`config.mk`:
```
export PLATFORM = sky130hd
export DESIGN_NAME = io_station_diagnostic_reporter
export DESIGN_NICKNAME = d
export VERILOG_FILES = /design/src/core/diag_reporter_pkg.sv /design/src/core/io_station_diagnostic_reporter.sv
export VERILOG_INCLUDE_DIRS = /design/src /design/src/core
export SDC_FILE = /design/constraint.sdc
export NUM_CORES = 1
export LEC_CHECK = 0
export BUFFER_PORTS_ARGS = -buffer_cell sky130_fd_sc_hd__clkbuf_2
export CAP_MARGIN = 20
export CORE_MARGIN = 5
export CORE_UTILIZATION = 54
export CTS_CLUSTER_SIZE = 24
export DETAILED_ROUTE_END_ITERATION = 6
export PLACE_DENSITY = 0.8
export SYNTH_ARGS = -nofsm -noshare
export SYNTH_HDL_FRONTEND = slang
export SYNTH_SLANG_ARGS = --single-unit
```
`constraint.sdc`:
```
create_clock -name clk -period 2.6 [get_ports clk]
set_input_delay 0.78 -clock clk [delete_from_list [all_inputs] [get_ports clk]]
set_output_delay 0.78 -clock clk [all_outputs]
set_load 0.01 [all_outputs]
```
`src/core/diag_reporter_defines.svh`:
```
`ifndef DIAG_REPORTER_DEFINES_SVH
`define DIAG_REPORTER_DEFINES_SVH

// Channel fault classes
`define CLS_COMM_FAIL      16'h0601
`define CLS_CONFIG         16'h0602
`define CLS_SUPPLY         16'h0610
// Channel fault details
`define DET_SLOT_COMM      16'h0682
`define DET_IO_EXCESS      16'h0692
`define DET_PS_EXCESS      16'h069B
`define DET_NO_CONNECTOR   16'h0696
`define DET_MULTI_MASTER   16'h0697
`define DET_POWER_BUDGET   16'h06B1
`define DET_HEAD_SUPPLY    16'h06B2
// Sync watch: loss window and permitted spacing, in clock cycles
`define SYNC_LOSS_CYC      20000
`define SPACING_MIN_CYC    19000
`define SPACING_MAX_CYC    21000
// Station head reports from slot 1
`define HEAD_SLOT          8'h01
// Legacy record format version
`define LEGACY_FMT_VERSION 16'h0101
// Legacy user structure tags, one per fault source except sync upkeep
`define TAG_POWER_BUDGET   16'h0001
`define TAG_PS_EXCESS      16'h0002
`define TAG_IO_EXCESS      16'h0003
`define TAG_NO_CONNECTOR   16'h0004
`define TAG_MULTI_MASTER   16'h0005
`define TAG_SLOT_COMM      16'h0006
`define TAG_HEAD_SUPPLY    16'h0007
// Firmware level where extended diagnostics start (major 4, minor 0)
`define EXT_DIAG_MIN_FW    8'h40
// Fault indicator half period: 250 ms at 50 ns
`define FLASH_HALF_MS      250
`define FLASH_HALF_CYC     ((`FLASH_HALF_MS * 1000000) / 50)

`endif

```
`src/core/diag_reporter_pkg.sv`:
```
`default_nettype none
package diag_reporter_pkg;

  // Fault sources, one pending bit each
  typedef enum logic [2:0] {
    SRC_SLOT_COMM    = 3'h0,
    SRC_IO_EXCESS    = 3'h1,
    SRC_PS_EXCESS    = 3'h2,
    SRC_NO_CONNECTOR = 3'h3,
    SRC_MULTI_MASTER = 3'h4,
    SRC_POWER_BUDGET = 3'h5,
    SRC_HEAD_SUPPLY  = 3'h6,
    SRC_SYNC_UPKEEP  = 3'h7
  } fault_src_t;

  // Reporter states
  typedef enum logic [2:0] {
    ST_IDLE = 3'b001,
    ST_SEND = 3'b010,
    ST_WAIT = 3'b100
  } report_state_t;

endpackage : diag_reporter_pkg
`default_nettype wire

```
`src/core/io_station_diagnostic_reporter.sv`:
```
`timescale 1ns/100ps
`default_nettype none
`include "diag_reporter_defines.svh"

// Summary of operation
// Track several pending alarms independently.
// Fault indicator flashes while alarms pending.
// Send interrupt per alarm; keep record data.
// Controller buffers every incoming alarm.
// Controller runs handler or stops.
// Missing sync frame raises maintenance demand.
// Sync spacing outside jitter raises maintenance.
// Maintenance indicator steady while demanded.
// Supply module maintenance passed on unchanged.
// Maintenance travels the interrupt path.
// Channel faults readable as diagnostic entries.
// Extended from V4.0, legacy records before.
// Own extended diagnostics name slot 1.
// Slot comm failure 0x0601/0x0682, slot.
// I/O module excess 0x0602/0x0692, slot.
// Supply excess 0x0602/0x069B, slot.
// No connector 0x0602/0x0696, zero.
// Multiple masters 0x0602/0x0697, zero.
// Power budget 0x0610/0x06B1, slot.
// Head supply fault 0x0610/0x06B2, zero.
// Legacy records carry format version 0x0101.
// Interrupt on come and go, if enabled.
// Indicators clear when conditions clear.
module io_station_diagnostic_reporter
  import diag_reporter_pkg::*;
#(
  parameter int unsigned SYNC_TIMEOUT_CYC = `SYNC_LOSS_CYC,   // Loss window
  parameter int unsigned JITTER_MIN_CYC   = `SPACING_MIN_CYC, // Shortest gap
  parameter int unsigned JITTER_MAX_CYC   = `SPACING_MAX_CYC, // Longest gap
  parameter int unsigned FLASH_HALF_CYC   = `FLASH_HALF_CYC
) (
  input  wire logic        clk,
  input  wire logic        rst,
  // Fault condition levels from the station, pin domain
  input  wire logic [6:0]  fault_in,
  // Slot numbers attached to the slot-carrying faults
  input  wire logic [7:0]  comm_slot,
  input  wire logic [7:0]  io_excess_slot,
  input  wire logic [7:0]  ps_excess_slot,
  input  wire logic [7:0]  budget_slot,
  // Sync frame arrival pulse, pin domain
  input  wire logic        sync_frame,
  // Parameter assignment finished: sync watch armed
  input  wire logic        sync_armed,
  // Maintenance event word from a supply module
  input  wire logic        ps_upkeep_valid,
  input  wire logic [15:0] ps_upkeep_event,
  // Configuration
  input  wire logic        diag_irq_enable,
  input  wire logic [7:0]  fw_version,
  // Interrupt handshake with the controller link
  input  wire logic        irq_ack,
  output logic             irq_valid,
  output logic             irq_incoming,
  output logic             irq_upkeep,
  output logic [15:0]      channel_fault_class,
  output logic [15:0]      channel_fault_detail,
  output logic [7:0]       fault_extra_value,
  output logic [7:0]       irq_slot,
  output logic             irq_legacy,
  output logic [15:0]      user_structure_tag,
  output logic [15:0]      record_format_version,
  // Record read port
  input  wire logic        record_read_call,
  input  wire logic [2:0]  record_index,
  output logic             record_valid,
  output logic             record_present,
  output logic [15:0]      record_class,
  output logic [15:0]      record_detail,
  output logic [7:0]       record_value,
  // Indicators
  output logic             fault_indicator,
  output logic             upkeep_indicator
);

  // Encoded fault description
  typedef struct packed {
    logic [15:0] cls;
    logic [15:0] det;
    logic [7:0]  val;
    logic [15:0] tag;
  } code_t;

  // Fault code lookup for a source
  function automatic code_t encode(input logic [2:0] s,
                                   input logic [7:0] cs,
                                   input logic [7:0] ios,
                                   input logic [7:0] pss,
                                   input logic [7:0] bs);
    code_t c;
    c = '{default: '0};
    unique case (s)
      3'h0: c = '{`CLS_COMM_FAIL, `DET_SLOT_COMM, cs, `TAG_SLOT_COMM};
      3'h1: c = '{`CLS_CONFIG, `DET_IO_EXCESS, ios, `TAG_IO_EXCESS};
      3'h2: c = '{`CLS_CONFIG, `DET_PS_EXCESS, pss, `TAG_PS_EXCESS};
      3'h3: c = '{`CLS_CONFIG, `DET_NO_CONNECTOR, 8'h00,
                  `TAG_NO_CONNECTOR};
      3'h4: c = '{`CLS_CONFIG, `DET_MULTI_MASTER, 8'h00,
                  `TAG_MULTI_MASTER};
      3'h5: c = '{`CLS_SUPPLY, `DET_POWER_BUDGET, bs,
                  `TAG_POWER_BUDGET};
      3'h6: c = '{`CLS_SUPPLY, `DET_HEAD_SUPPLY, 8'h00,
                  `TAG_HEAD_SUPPLY};
      3'h7: c = '{16'h0000, 16'h0000, 8'h00, 16'h0000};
    endcase
    return c;
  endfunction : encode

  // Two-flop synchronisers for pin inputs
  logic [6:0] fault_s1_q, fault_s2_q;
  logic       sync_s1_q, sync_s2_q, sync_s3_q;
  always_ff @(posedge clk) begin
    if (rst) begin
      fault_s1_q <= 7'h00;
      fault_s2_q <= 7'h00;
      sync_s1_q  <= 1'b0;
      sync_s2_q  <= 1'b0;
      sync_s3_q  <= 1'b0;
    end else begin
      fault_s1_q <= fault_in;
      fault_s2_q <= fault_s1_q;
      sync_s1_q  <= sync_frame;
      sync_s2_q  <= sync_s1_q;
      sync_s3_q  <= sync_s2_q;
    end
  end
  // Rising edge of the synchronised frame marker
  logic sync_edge;
  assign sync_edge = sync_s2_q & ~sync_s3_q;

  // Sync frame watchdog and spacing check
  logic [31:0] gap_q;
  logic        seen_q;      // A frame seen since arming
  logic        upkeep_q;    // Maintenance demanded level
  logic        armed_q;
  always_ff @(posedge clk) begin
    if (rst) begin
      gap_q    <= 32'h0000_0000;
      seen_q   <= 1'b0;
      upkeep_q <= 1'b0;
      armed_q  <= 1'b0;
    end else begin
      armed_q <= sync_armed;
      if (!sync_armed) begin
        // Disarmed: no demand, watch restarts after assignment
        gap_q    <= 32'h0000_0000;
        seen_q   <= 1'b0;
        upkeep_q <= 1'b0;
      end else if (sync_edge) begin
        gap_q  <= 32'h0000_0000;
        seen_q <= 1'b1;
        // First frame has no previous one to measure against
        if (seen_q && (gap_q < JITTER_MIN_CYC || gap_q > JITTER_MAX_CYC))
          upkeep_q <= 1'b1;
        else
          upkeep_q <= 1'b0;
      end else begin
        if (gap_q != 32'hFFFF_FFFF)
          gap_q <= gap_q + 32'h0000_0001;
        // Timeout covers both start-up and running phases
        if (gap_q >= SYNC_TIMEOUT_CYC)
          upkeep_q <= 1'b1;
      end
    end
  end

  // Pending alarm vector: bit 7 carries the sync maintenance demand
  logic [7:0] cond;
  logic [7:0] pend_q;     // Conditions already reported
  assign cond = {upkeep_q, fault_s2_q};

  // Captured codes for record reads, one slot per source except sync upkeep
  code_t rec_q [0:6];
  always_ff @(posedge clk) begin
    if (rst) begin
      for (int i = 0; i < 7; i++) rec_q[i] <= '{default: '0};
    end else begin
      for (int i = 0; i < 7; i++)
        if (fault_s2_q[i])
          rec_q[i] <= encode(3'(i), comm_slot, io_excess_slot,
                             ps_excess_slot, budget_slot);
    end
  end

  // Record read answer, one cycle after the call
  always_ff @(posedge clk) begin
    if (rst) begin
      record_valid   <= 1'b0;
      record_present <= 1'b0;
      record_class   <= 16'h0000;
      record_detail  <= 16'h0000;
      record_value   <= 8'h00;
    end else begin
      record_valid <= record_read_call;
      if (record_read_call && record_index != 3'h7) begin
        record_present <= fault_s2_q[record_index];
        record_class   <= rec_q[record_index].cls;
        record_detail  <= rec_q[record_index].det;
        record_value   <= rec_q[record_index].val;
      end else if (record_read_call) begin
        record_present <= 1'b0;
        record_class   <= 16'h0000;
        record_detail  <= 16'h0000;
        record_value   <= 8'h00;
      end
    end
  end

  // Lowest-numbered change between condition and reported state
  logic [7:0] diff;
  logic [2:0] pick;
  logic       any_diff;
  assign diff = cond ^ pend_q;
  always_comb begin
    pick     = 3'h0;
    any_diff = 1'b0;
    for (int i = 7; i >= 0; i--)
      if (diff[i]) begin
        pick     = 3'(i);
        any_diff = 1'b1;
      end
  end

  // Interrupt reporter, one event at a time
  report_state_t state_q;
  code_t         cur;
  logic          ext_mode;
  assign ext_mode = (fw_version >= `EXT_DIAG_MIN_FW);
  assign cur = encode(pick, comm_slot, io_excess_slot, ps_excess_slot,
                      budget_slot);

  always_ff @(posedge clk) begin
    if (rst) begin
      state_q               <= ST_IDLE;
      pend_q                <= 8'h00;
      irq_valid             <= 1'b0;
      irq_incoming          <= 1'b0;
      irq_upkeep            <= 1'b0;
      channel_fault_class   <= 16'h0000;
      channel_fault_detail  <= 16'h0000;
      fault_extra_value     <= 8'h00;
      irq_slot              <= 8'h00;
      irq_legacy            <= 1'b0;
      user_structure_tag    <= 16'h0000;
      record_format_version <= 16'h0000;
    end else begin
      unique case (state_q)
        ST_IDLE: begin
          // Supply module events are passed on word for word
          if (ps_upkeep_valid && diag_irq_enable) begin
            irq_valid            <= 1'b1;
            irq_upkeep           <= 1'b1;
            irq_incoming         <= 1'b1;
            irq_legacy           <= 1'b0;
            channel_fault_class  <= ps_upkeep_event;
            channel_fault_detail <= 16'h0000;
            fault_extra_value    <= 8'h00;
            irq_slot             <= `HEAD_SLOT;
            state_q              <= ST_SEND;
          end else if (any_diff) begin
            pend_q[pick] <= cond[pick];
            // Disabled interrupts still track state, silently
            if (diag_irq_enable) begin
              irq_valid    <= 1'b1;
              irq_incoming <= cond[pick];
              irq_upkeep   <= (pick == SRC_SYNC_UPKEEP);
              irq_slot     <= `HEAD_SLOT;
              channel_fault_class  <= cur.cls;
              channel_fault_detail <= cur.det;
              fault_extra_value    <= cur.val;
              irq_legacy <= ~ext_mode;
              user_structure_tag <= ext_mode ? 16'h0000 : cur.tag;
              record_format_version <= ext_mode ? 16'h0000
                                                : `LEGACY_FMT_VERSION;
              state_q <= ST_SEND;
            end
          end
        end
        ST_SEND: begin
          // Held until the link accepts
          if (irq_ack) begin
            irq_valid <= 1'b0;
            state_q   <= ST_WAIT;
          end
        end
        ST_WAIT: begin
          // One idle cycle so ack cannot double-count
          state_q <= ST_IDLE;
        end
        default: state_q <= ST_IDLE;
      endcase
    end
  end

  // Indicator drive: flash on faults, steady on maintenance
  logic [31:0] flash_cnt_q;
  logic        flash_ph_q;
  always_ff @(posedge clk) begin
    if (rst) begin
      flash_cnt_q      <= 32'h0000_0000;
      flash_ph_q       <= 1'b0;
      fault_indicator  <= 1'b0;
      upkeep_indicator <= 1'b0;
    end else begin
      if (fault_s2_q != 7'h00) begin
        if (flash_cnt_q >= FLASH_HALF_CYC - 1) begin
          flash_cnt_q <= 32'h0000_0000;
          flash_ph_q  <= ~flash_ph_q;
        end else begin
          flash_cnt_q <= flash_cnt_q + 32'h0000_0001;
        end
        fault_indicator <= ~flash_ph_q;
      end else begin
        flash_cnt_q     <= 32'h0000_0000;
        flash_ph_q      <= 1'b0;
        fault_indicator <= 1'b0;
      end
      upkeep_indicator <= upkeep_q | pend_q[7];
    end
  end

endmodule : io_station_diagnostic_reporter
`default_nettype wire

```
==> impl.org, run 1 <==
** Outcome
- Result of the run :: complete, but fails checks
- The checks that failed: design-rule violations.

** Power
- Leakage power :: 4.20 nW
- In this run the power spent charging and discharging nets is 1.69 mW.
- Of the total power, registers draw 0.484.
- Share of power burned in the clock network :: 0.408
- Of the total power, the share spent switching nets is 0.254.
- Internal power comes to 4.98 mW.
- The share of total power dissipated in combinational logic is 0.108.
- Power density cells :: 656 mW/mm^2
- Worst vdd ir :: 0.486 mV

** Synthesis
- Number of synthesized flops with an enable pin :: 34
- Distinct cell type count of the synthesized netlist :: 61
- In the post-synthesis netlist, the cell with the most instances is sky130_fd_sc_hd__dfxtp_1.
- Yosys attributes the largest share of cell area to sky130_fd_sc_hd__dfxtp_1 (36%), sky130_fd_sc_hd__edfxtp_1 (11%), sky130_fd_sc_hd__nor2_1 (5.8%), sky130_fd_sc_hd__buf_4 (5.6%), sky130_fd_sc_hd__xor2_1 (3.7%).
- Syn avg cell area :: 9.07 sq um
- Post-synth design cell area :: 0.00890 sq mm
- Cell accounting for the most synthesized area :: sky130_fd_sc_hd__dfxtp_1
- For this run, the register share of the synthesized area comes to 0.477.
- The synthesized design contains 195 register bits.
- After synthesis, the most frequently instantiated cells are sky130_fd_sc_hd__dfxtp_1 (161), sky130_fd_sc_hd__nor2_1 (137), sky130_fd_sc_hd__buf_4 (67), sky130_fd_sc_hd__nand2_1 (67), sky130_fd_sc_hd__a21oi_1 (61).
- Share of synthesized registers carrying an async set or reset :: 0
- Area share of the largest cell type after synthesis :: 0.362
- Warning count from the yosys run :: 0
- Synth Flop Type :: sky130_fd_sc_hd__dfxtp_1
- In the synthesized netlist, the number of instances is 982.

** STA
- Period utilisation layout :: 0.940
- Clock skew after layout :: 8.85 ps
- Fin. Hold Viols :: 0
- Derived from the worst setup path, the maximum achievable clock frequency is 409 MHz.
- For the pin with the worst max-slew slack, the measured transition is 664 ps.
- Count of pins over their slew limit :: 0
- Worst slew margin :: 0.554
- Hold timing on the final database bottoms out at a slack of 428 ps.
- RSZ-0062 raised after global routing :: false
- Final min period :: 2440 ps
- Total negative setup slack :: 0 ps
- Final setup violation count :: 0

** Global route
- The number of antenna violations at the first check in global routing came to 0.
- In the global route stage, overall resource usage came out at 0.202.
- After global routing the overflow that remains totals 0.
- Wire length of the first global-routing pass :: 32.3 mm
- The number of global-route vias before repair came to 6753.
- Entering global routing, the biggest net connects 42 pins.

** Die
- Die height :: 138 microns
- Starting Density :: 0.543
- Std-Cell Core Area :: 0.0164 sq mm
- Die outline width :: 138 microns
- 202 I/O pins were placed.
- The die covers 0.0192 sq mm.
- The initialized floorplan defines 47 standard-cell rows.

** Final layout
- Of the cells placed in the final design, the portion with a size suffix greater than 1 is 0.177.
- Share of the core filled with cells in the final layout :: 0.620
- For this run, the post-layout net count is 1188.
- Synth-to-layout area growth :: 14.3%
- Leaving out filler cells and counting taps, the final layout contains 1344.
- Antenna fix cells :: 0
- The filler cells instantiated in the layout total 1419.

** Routing
- The detail route stage leaves a number of antenna-violating nets equal to 0.
- Wires add up to 19.8 mm.
- In the routed layout, each cell is associated on average with a via count of 5.29.
- DRC violation count after routing :: 1
- The final route contains 7104 vias.
- In the final routed layout, each cell accounts on average for 14.8 microns.
- Initial DRC count :: 510
- Drt pass-1 iters :: 7

** Clock network
- After clock tree synthesis, the repair step resized 0 gates.
- Number of buffers created by CTS :: 17
- No sink is reached through more buffers than the 2 on the longest clock path.
- The tree built by TritonCTS fans out to 195 sinks.
- Clock tree from TritonCTS :: yes
- Worst-path clk slew :: 70 ps
- # hold bufs at CTS :: 0
- CTS built an H-tree with a depth of 4.
- Clock latency on the worst-skew pair :: 430 ps
- Clock root buffer master :: sky130_fd_sc_hd__clkbuf_16
- Setup bufs post-CTS :: 0

** Worst hold path
- Worst hold path class :: reg2reg

** Critical path
- STA puts the critical path data required time at 2960 ps.
- Crit path launch type :: flop
- The critical path is of the reg2reg type.
- The worst setup path is captured at a flop.
- CP arrival :: 2800 ps
- Worst R2R Setup Slack :: 160 ps
- Along the worst path, the maximum fanout reaches 11.

** Placement
- The congestion estimate from routability-driven global placement came to 0.990.
- During placement, the flow inserted port buffers numbering 136.
- The number of placed instances, taps included, is 1312.
- Post-detail-place hpwl :: 14.7 mm

** Flow run
- Number of max-capacitance violations reported :: 0
metal layers:
metal	up-vias	wire, microns	part of all wire	GRT usage
li1	3564	-	-	-
met1	3264	8650	0.44	0.254
met2	231	9480	0.48	0.334
met3	45	1100	0.055	0.0407
met4	0	614	0.031	0.0936
met5	-	0	0	0
layout by cell type, fill, tap and decap left out, types with 5 or more instances in the layout:
cell type	n
sky130_fd_sc_hd__nor3_1	17
sky130_fd_sc_hd__o22ai_1	7
sky130_fd_sc_hd__a22oi_1	7
sky130_fd_sc_hd__o211ai_1	13
sky130_fd_sc_hd__and4_1	10
sky130_fd_sc_hd__o2bb2ai_1	9
sky130_fd_sc_hd__o21ai_0	22
sky130_fd_sc_hd__nor4b_1	6
sky130_fd_sc_hd__conb_1	68
sky130_fd_sc_hd__nand3_1	37
sky130_fd_sc_hd__xnor2_1	27
sky130_fd_sc_hd__nor4_1	9
sky130_fd_sc_hd__nor2b_1	25
sky130_fd_sc_hd__edfxtp_1	34
sky130_fd_sc_hd__xor2_1	38
sky130_fd_sc_hd__a222oi_1	8
sky130_fd_sc_hd__a21oi_1	61
sky130_fd_sc_hd__inv_1	11
sky130_fd_sc_hd__nand2b_1	16
sky130_fd_sc_hd__dfxtp_1	161
sky130_fd_sc_hd__nand4_1	16
sky130_fd_sc_hd__and2_1	22
sky130_fd_sc_hd__and3_1	30
sky130_fd_sc_hd__clkbuf_16	17
sky130_fd_sc_hd__a31oi_1	6
sky130_fd_sc_hd__nand2_1	67
sky130_fd_sc_hd__buf_4	22
sky130_fd_sc_hd__clkbuf_2	135
sky130_fd_sc_hd__o2111ai_1	5
sky130_fd_sc_hd__mux2i_1	12
sky130_fd_sc_hd__or2_2	5
sky130_fd_sc_hd__nor2_1	137
stage by stage:
| step | area [sq um] | total power, mW | setup slack [ps] |
|---|---|---|---|
| finish | 10200 | 6.68 | 155 |
| global route | 10200 | 6.93 | 64.6 |
| CTS | 10200 | 6.72 | 185 |
| detailed placement | 9560 | 4.01 | 204 |
| global placement | 9560 | 4.00 | 244 |
| floorplan | 9160 | 3.82 | 584 |
power by group through the flow:
stage,Clock [mW],Combinational (mW),Sequential (mW)
2_1_floorplan,0,0.513,3.31
3_3_place_gp,0,0.702,3.30
3_5_place_dp,0,0.712,3.30
4_1_cts,2.77,0.715,3.23
5_1_grt,2.90,0.792,3.24
6_report,2.72,0.721,3.23
final cells by class:
cell class                 instances  area (sq um)  share of cell area
sequential                       195          4240               0.417
multi-input combinational        727          4150               0.408
timing repair buffer             158           846              0.0831
clock buffer                      17           425              0.0418
tap                              220           275              0.0270
clock inverter                    15           194              0.0191
inverter                          12          45.0             0.00443
worst max-delay path, stage by stage, from the launching register on:
cell and delay, ps:
sky130_fd_sc_hd__dfxtp_1 350, sky130_fd_sc_hd__inv_1 80, sky130_fd_sc_hd__ha_1 340, sky130_fd_sc_hd__a211o_1 310, sky130_fd_sc_hd__a21o_1 250, sky130_fd_sc_hd__or3_1 590
sky130_fd_sc_hd__o211a_1 290, sky130_fd_sc_hd__nor3_1 160
sequential cells by signal, summed over array words and instances (netlist names), 3 cells and up:
| signal | cells |
|---|---|
| channel_fault_class | 16 |
| user_structure_tag | 3 |
| rec_q | 39 |
| pend_q | 8 |
| record_detail | 5 |
| fault_s1_q | 7 |
| channel_fault_detail | 7 |
| record_class | 4 |
| gap_q | 32 |
| state_q | 3 |
| fault_s2_q | 7 |
| flash_cnt_q | 32 |
| record_value | 8 |
| fault_extra_value | 8 |
kinds of logic (layout without fill, tap and decap cells):
logic type               after synthesis  after routing  synth area share
multiplexers                          13             13            0.0160
XOR/XNOR                              65             65            0.0639
AO/OA/AOI/OAI                        166            166             0.122
flip-flops                           195            195             0.477
adder cells (fa/ha/maj)                3              3           0.00422
buffers and inverters                127            202            0.0857
AND/OR/NAND/NOR                      412            412             0.231
other                                  1             68          0.000421
worst paths after layout:
kind / start / end / depth (start not counted)
min: flash_ph_q$_SDFFE_PP0P_ / fault_indicator$_SDFF_PP0_ / 1
max reg2reg: upkeep_q$_SDFFE_PP0P_ / channel_fault_class[0]$_SDFFE_PP0P_ / 7
min reg2reg: flash_ph_q$_SDFFE_PP0P_ / fault_indicator$_SDFF_PP0_ / 1
max: upkeep_q$_SDFFE_PP0P_ / channel_fault_class[0]$_SDFFE_PP0P_ / 7
Note: power is estimated with default switching activity, not from simulation.
==> run 2: changes to the inputs <==
Settings changed: BUFFER_PORTS_ARGS -buffer_cell sky130_fd_sc_hd__clkbuf_2 to -buffer_cell sky130_fd_sc_hd__buf_4.
==> run 2 against run 1 <==
Net effect:
- global-route usage grew 0.24 points
- clock skew grew 0.56 ps
- wire length increased by 1.9%
- register-to-register slack hardly changed
- hold slack improved by 15 ps
- sequential share of layout area shrank 1.3 points
- sequential cell count is the same
- critical endpoint is now fault_extra_value[6]$_SDFFE_PP0P_
- the flow now finishes without violations
- largest power group unchanged
- combinational power up 8.2%
- power up 0.76%
- first-iteration DRC count is 8.0% lower
==> impl.org, run 2 (synthesized netlist as in run 1, its figures left out) <==
** Routing
- Sum of met2 wire segment lengths after detailed routing :: 10.1 mm
- Post-detailed-route count of antenna-violating nets :: 0
- The detailed router put a total of 8.52 mm of wire on met1.
- The pre-antenna-repair detailed-routing pass consisted of 5 iterations.
- In the routed design, unresolved DRC markers number 0.
- The detailed router finished its first iteration with 469 violations.
- Total via count after detailed routing :: 7128
- Post-DR wirelength/cell :: 15.1 microns
- Using the TritonRoute via totals, the vias-per-cell ratio works out to 5.31.
- Routed signal wires occupy layers up through met4.
- For this block, the routed nets add up to 20.2 mm of wire.
- Routed length on met3 :: 1.14 mm

** Critical path
- Data arrives at the worst endpoint at 2750 ps.
- Of all nets on the critical path, the largest fanout is 11.
- For the worst setup path, the data required time is 2900 ps.
- Crit path launch type :: flop
- Category of the worst setup path capture point :: flop
- The critical path is of the reg2reg type.

** Final layout
- Most used cells in the layout excluding fill and tap cells :: sky130_fd_sc_hd__dfxtp_1 (161), sky130_fd_sc_hd__buf_4 (156), sky130_fd_sc_hd__nor2_1 (136)
- Fraction of final layout cells with drive strength greater than 1 :: 0.174
- Synth-to-layout area growth :: 17.9%
- Final net count :: 1186
- The largest registers in the layout are rec_q (39), flash_cnt_q (32), gap_q (32).
- Antenna fix cells :: 0
- Leaving out fill and tap cells, the most frequent cell in the layout is sky130_fd_sc_hd__dfxtp_1.
- Counting flops per register, the top entry is rec_q.
- The register with the most flip-flops in the layout has 39 of them.

** Die
- For this configuration, the core starts out at a cell density of 0.543.
- Die area :: 0.0192 sq mm
- Std cell rows :: 47
- Number of top-level pins :: 202
- The floorplan step set the die width to 138 microns.
- The core region is 0.0164 sq mm.
- Die height :: 138 microns

** Power
- Leakage power :: 4.29 nW
- The worst-case IR drop observed on VDD is 0.486 mV.
- Power density cells :: 641 mW/mm^2

** Clock network
- Clock tree synthesis selected as its root buffer the cell sky130_fd_sc_hd__clkbuf_16.
- Post-CTS timing repair inserted 0 buffers for setup.
- Clock-pin slew was measured on the worst setup and hold paths at 60 ps.
- Clock latency on the worst-skew pair :: 430 ps
- Number of buffers created by CTS :: 17
- For this design, the sink count on the clock tree is 195.
- Clock tree from TritonCTS :: yes
- H-tree levels :: 4
- Buffer levels on the longest clock path :: 2

** Worst hold path
- The path class of the tightest hold or removal check is reg2reg.

** Global route
- Pin count of the biggest net entering global routing :: 47
- The number of global-route vias before repair is 6707.
- For this run the aggregate overflow at the end of global routing stands at 0.
- Number of antenna violations at the first check in global routing :: 0
- For this run, the total global-route usage over all layers was measured as 0.204.
- The first global-routing pass estimated 32.6 mm of wire.

** STA
- For the pin with the worst max-slew slack, the measured transition is 616 ps.
- Dividing the final minimum period by the clock period gives 0.942.
- After layout, the minimum clock period comes to 2450 ps.
- Clock skew after layout :: 9.41 ps
- Measured against its own limit, the worst slew margin works out to 0.586.
- Total negative setup slack :: 0 ps
- Achievable Freq :: 408 MHz
- RSZ-0062 raised after global routing :: false
- Fin. Hold Viols :: 0
- Final setup violation count :: 0
- Count of pins over their slew limit :: 0
- Across all hold checks on the routed design, the worst slack comes to 443 ps.

** Placement
- Weighted congestion at the end of routability-driven global placement :: 0.946
- Post-detail-place hpwl :: 14.9 mm
- Port bufs :: 136

** Outcome
- Result of the run :: finished clean

** Flow run
- Number of max-capacitance violations reported :: 0
-- run 2: cell count changes in the layout (fill, tap and decap cells not counted), sizes merged --
| cell | delta |
|---|---|
| buf | +133 |
| bufinv | +1 |
| clkbuf | -134 |
| clkinv | +4 |
| clkinvlp | -1 |
| inv | -5 |
-- run 2: path summary, 6_finish.rpt --
path | end | startpoint | cells after the start | slack, ps
worst max-delay path | fault_extra_value[6]$_SDFFE_PP0P_ | upkeep_q$_SDFFE_PP0P_ | 8 | 150
worst min-delay path | fault_s2_q[4]$_SDFF_PP0_ | fault_s1_q[4]$_SDFF_PP0_ | 1 | 440
worst max register to register | fault_extra_value[6]$_SDFFE_PP0P_ | upkeep_q$_SDFFE_PP0P_ | 8 | 150
worst min register to register | fault_s2_q[4]$_SDFF_PP0_ | fault_s1_q[4]$_SDFF_PP0_ | 1 | 440
-- run 2: layout make-up --
type / instances / area [sq um]
Fill cell: 1409 / 5910
Sequential cell: 195 / 4240
Multi-Input combinational cell: 727 / 4150
Timing Repair Buffer: 156 / 1170
Clock buffer: 18 / 429
Tap cell: 220 / 275
Clock inverter: 14 / 185
Inverter: 12 / 45.0
-- run 2: per-stage QoR --
stage	power, mW	util	area (sq um)	setup slack [ps]	cells
after floorplan	3.82	-	9160	584	1049
after global placement	4.06	0.602	9880	243	1310
after detailed placement	4.07	0.602	9880	194	1310
after CTS	6.76	0.640	10500	162	1342
after global routing	6.99	0.640	10500	3.25	1342
final	6.73	0.640	10500	152	1342
-- run 2: power breakdown --
| part | total, mW | switching (mW) | internal [mW] |
|---|---|---|---|
| clock | 2.71 | 1.11 | 1.60 |
| combinational | 0.780 | 0.459 | 0.320 |
| sequential | 3.24 | 0.0585 | 3.18 |
| total | 6.73 | 1.62 | 5.10 |
-- run 2: layer usage --
layer	global-route usage	up-vias
met3	0.0418	34
met1	0.250	3308
li1	-	3561
met2	0.354	225
met4	0.0780	0
met5	0	-
-- run 2: worst max-delay path: stages, from the launching register on --
cell	delay [ps]
sky130_fd_sc_hd__dfxtp_1	360
sky130_fd_sc_hd__inv_1	90
sky130_fd_sc_hd__ha_1	340
sky130_fd_sc_hd__inv_1	90
sky130_fd_sc_hd__nand4_1	240
sky130_fd_sc_hd__nor2b_1	300
sky130_fd_sc_hd__or3_1	530
sky130_fd_sc_hd__o21ai_0	280
sky130_fd_sc_hd__o2bb2ai_1	110
-- run 2: timing repair --
action                                  4_1_cts  5_1_grt
hold buffers                                  0        0
endpoints found under the setup margin        0        2
gates resized for setup                       0        1
endpoints found under the hold margin         0        0
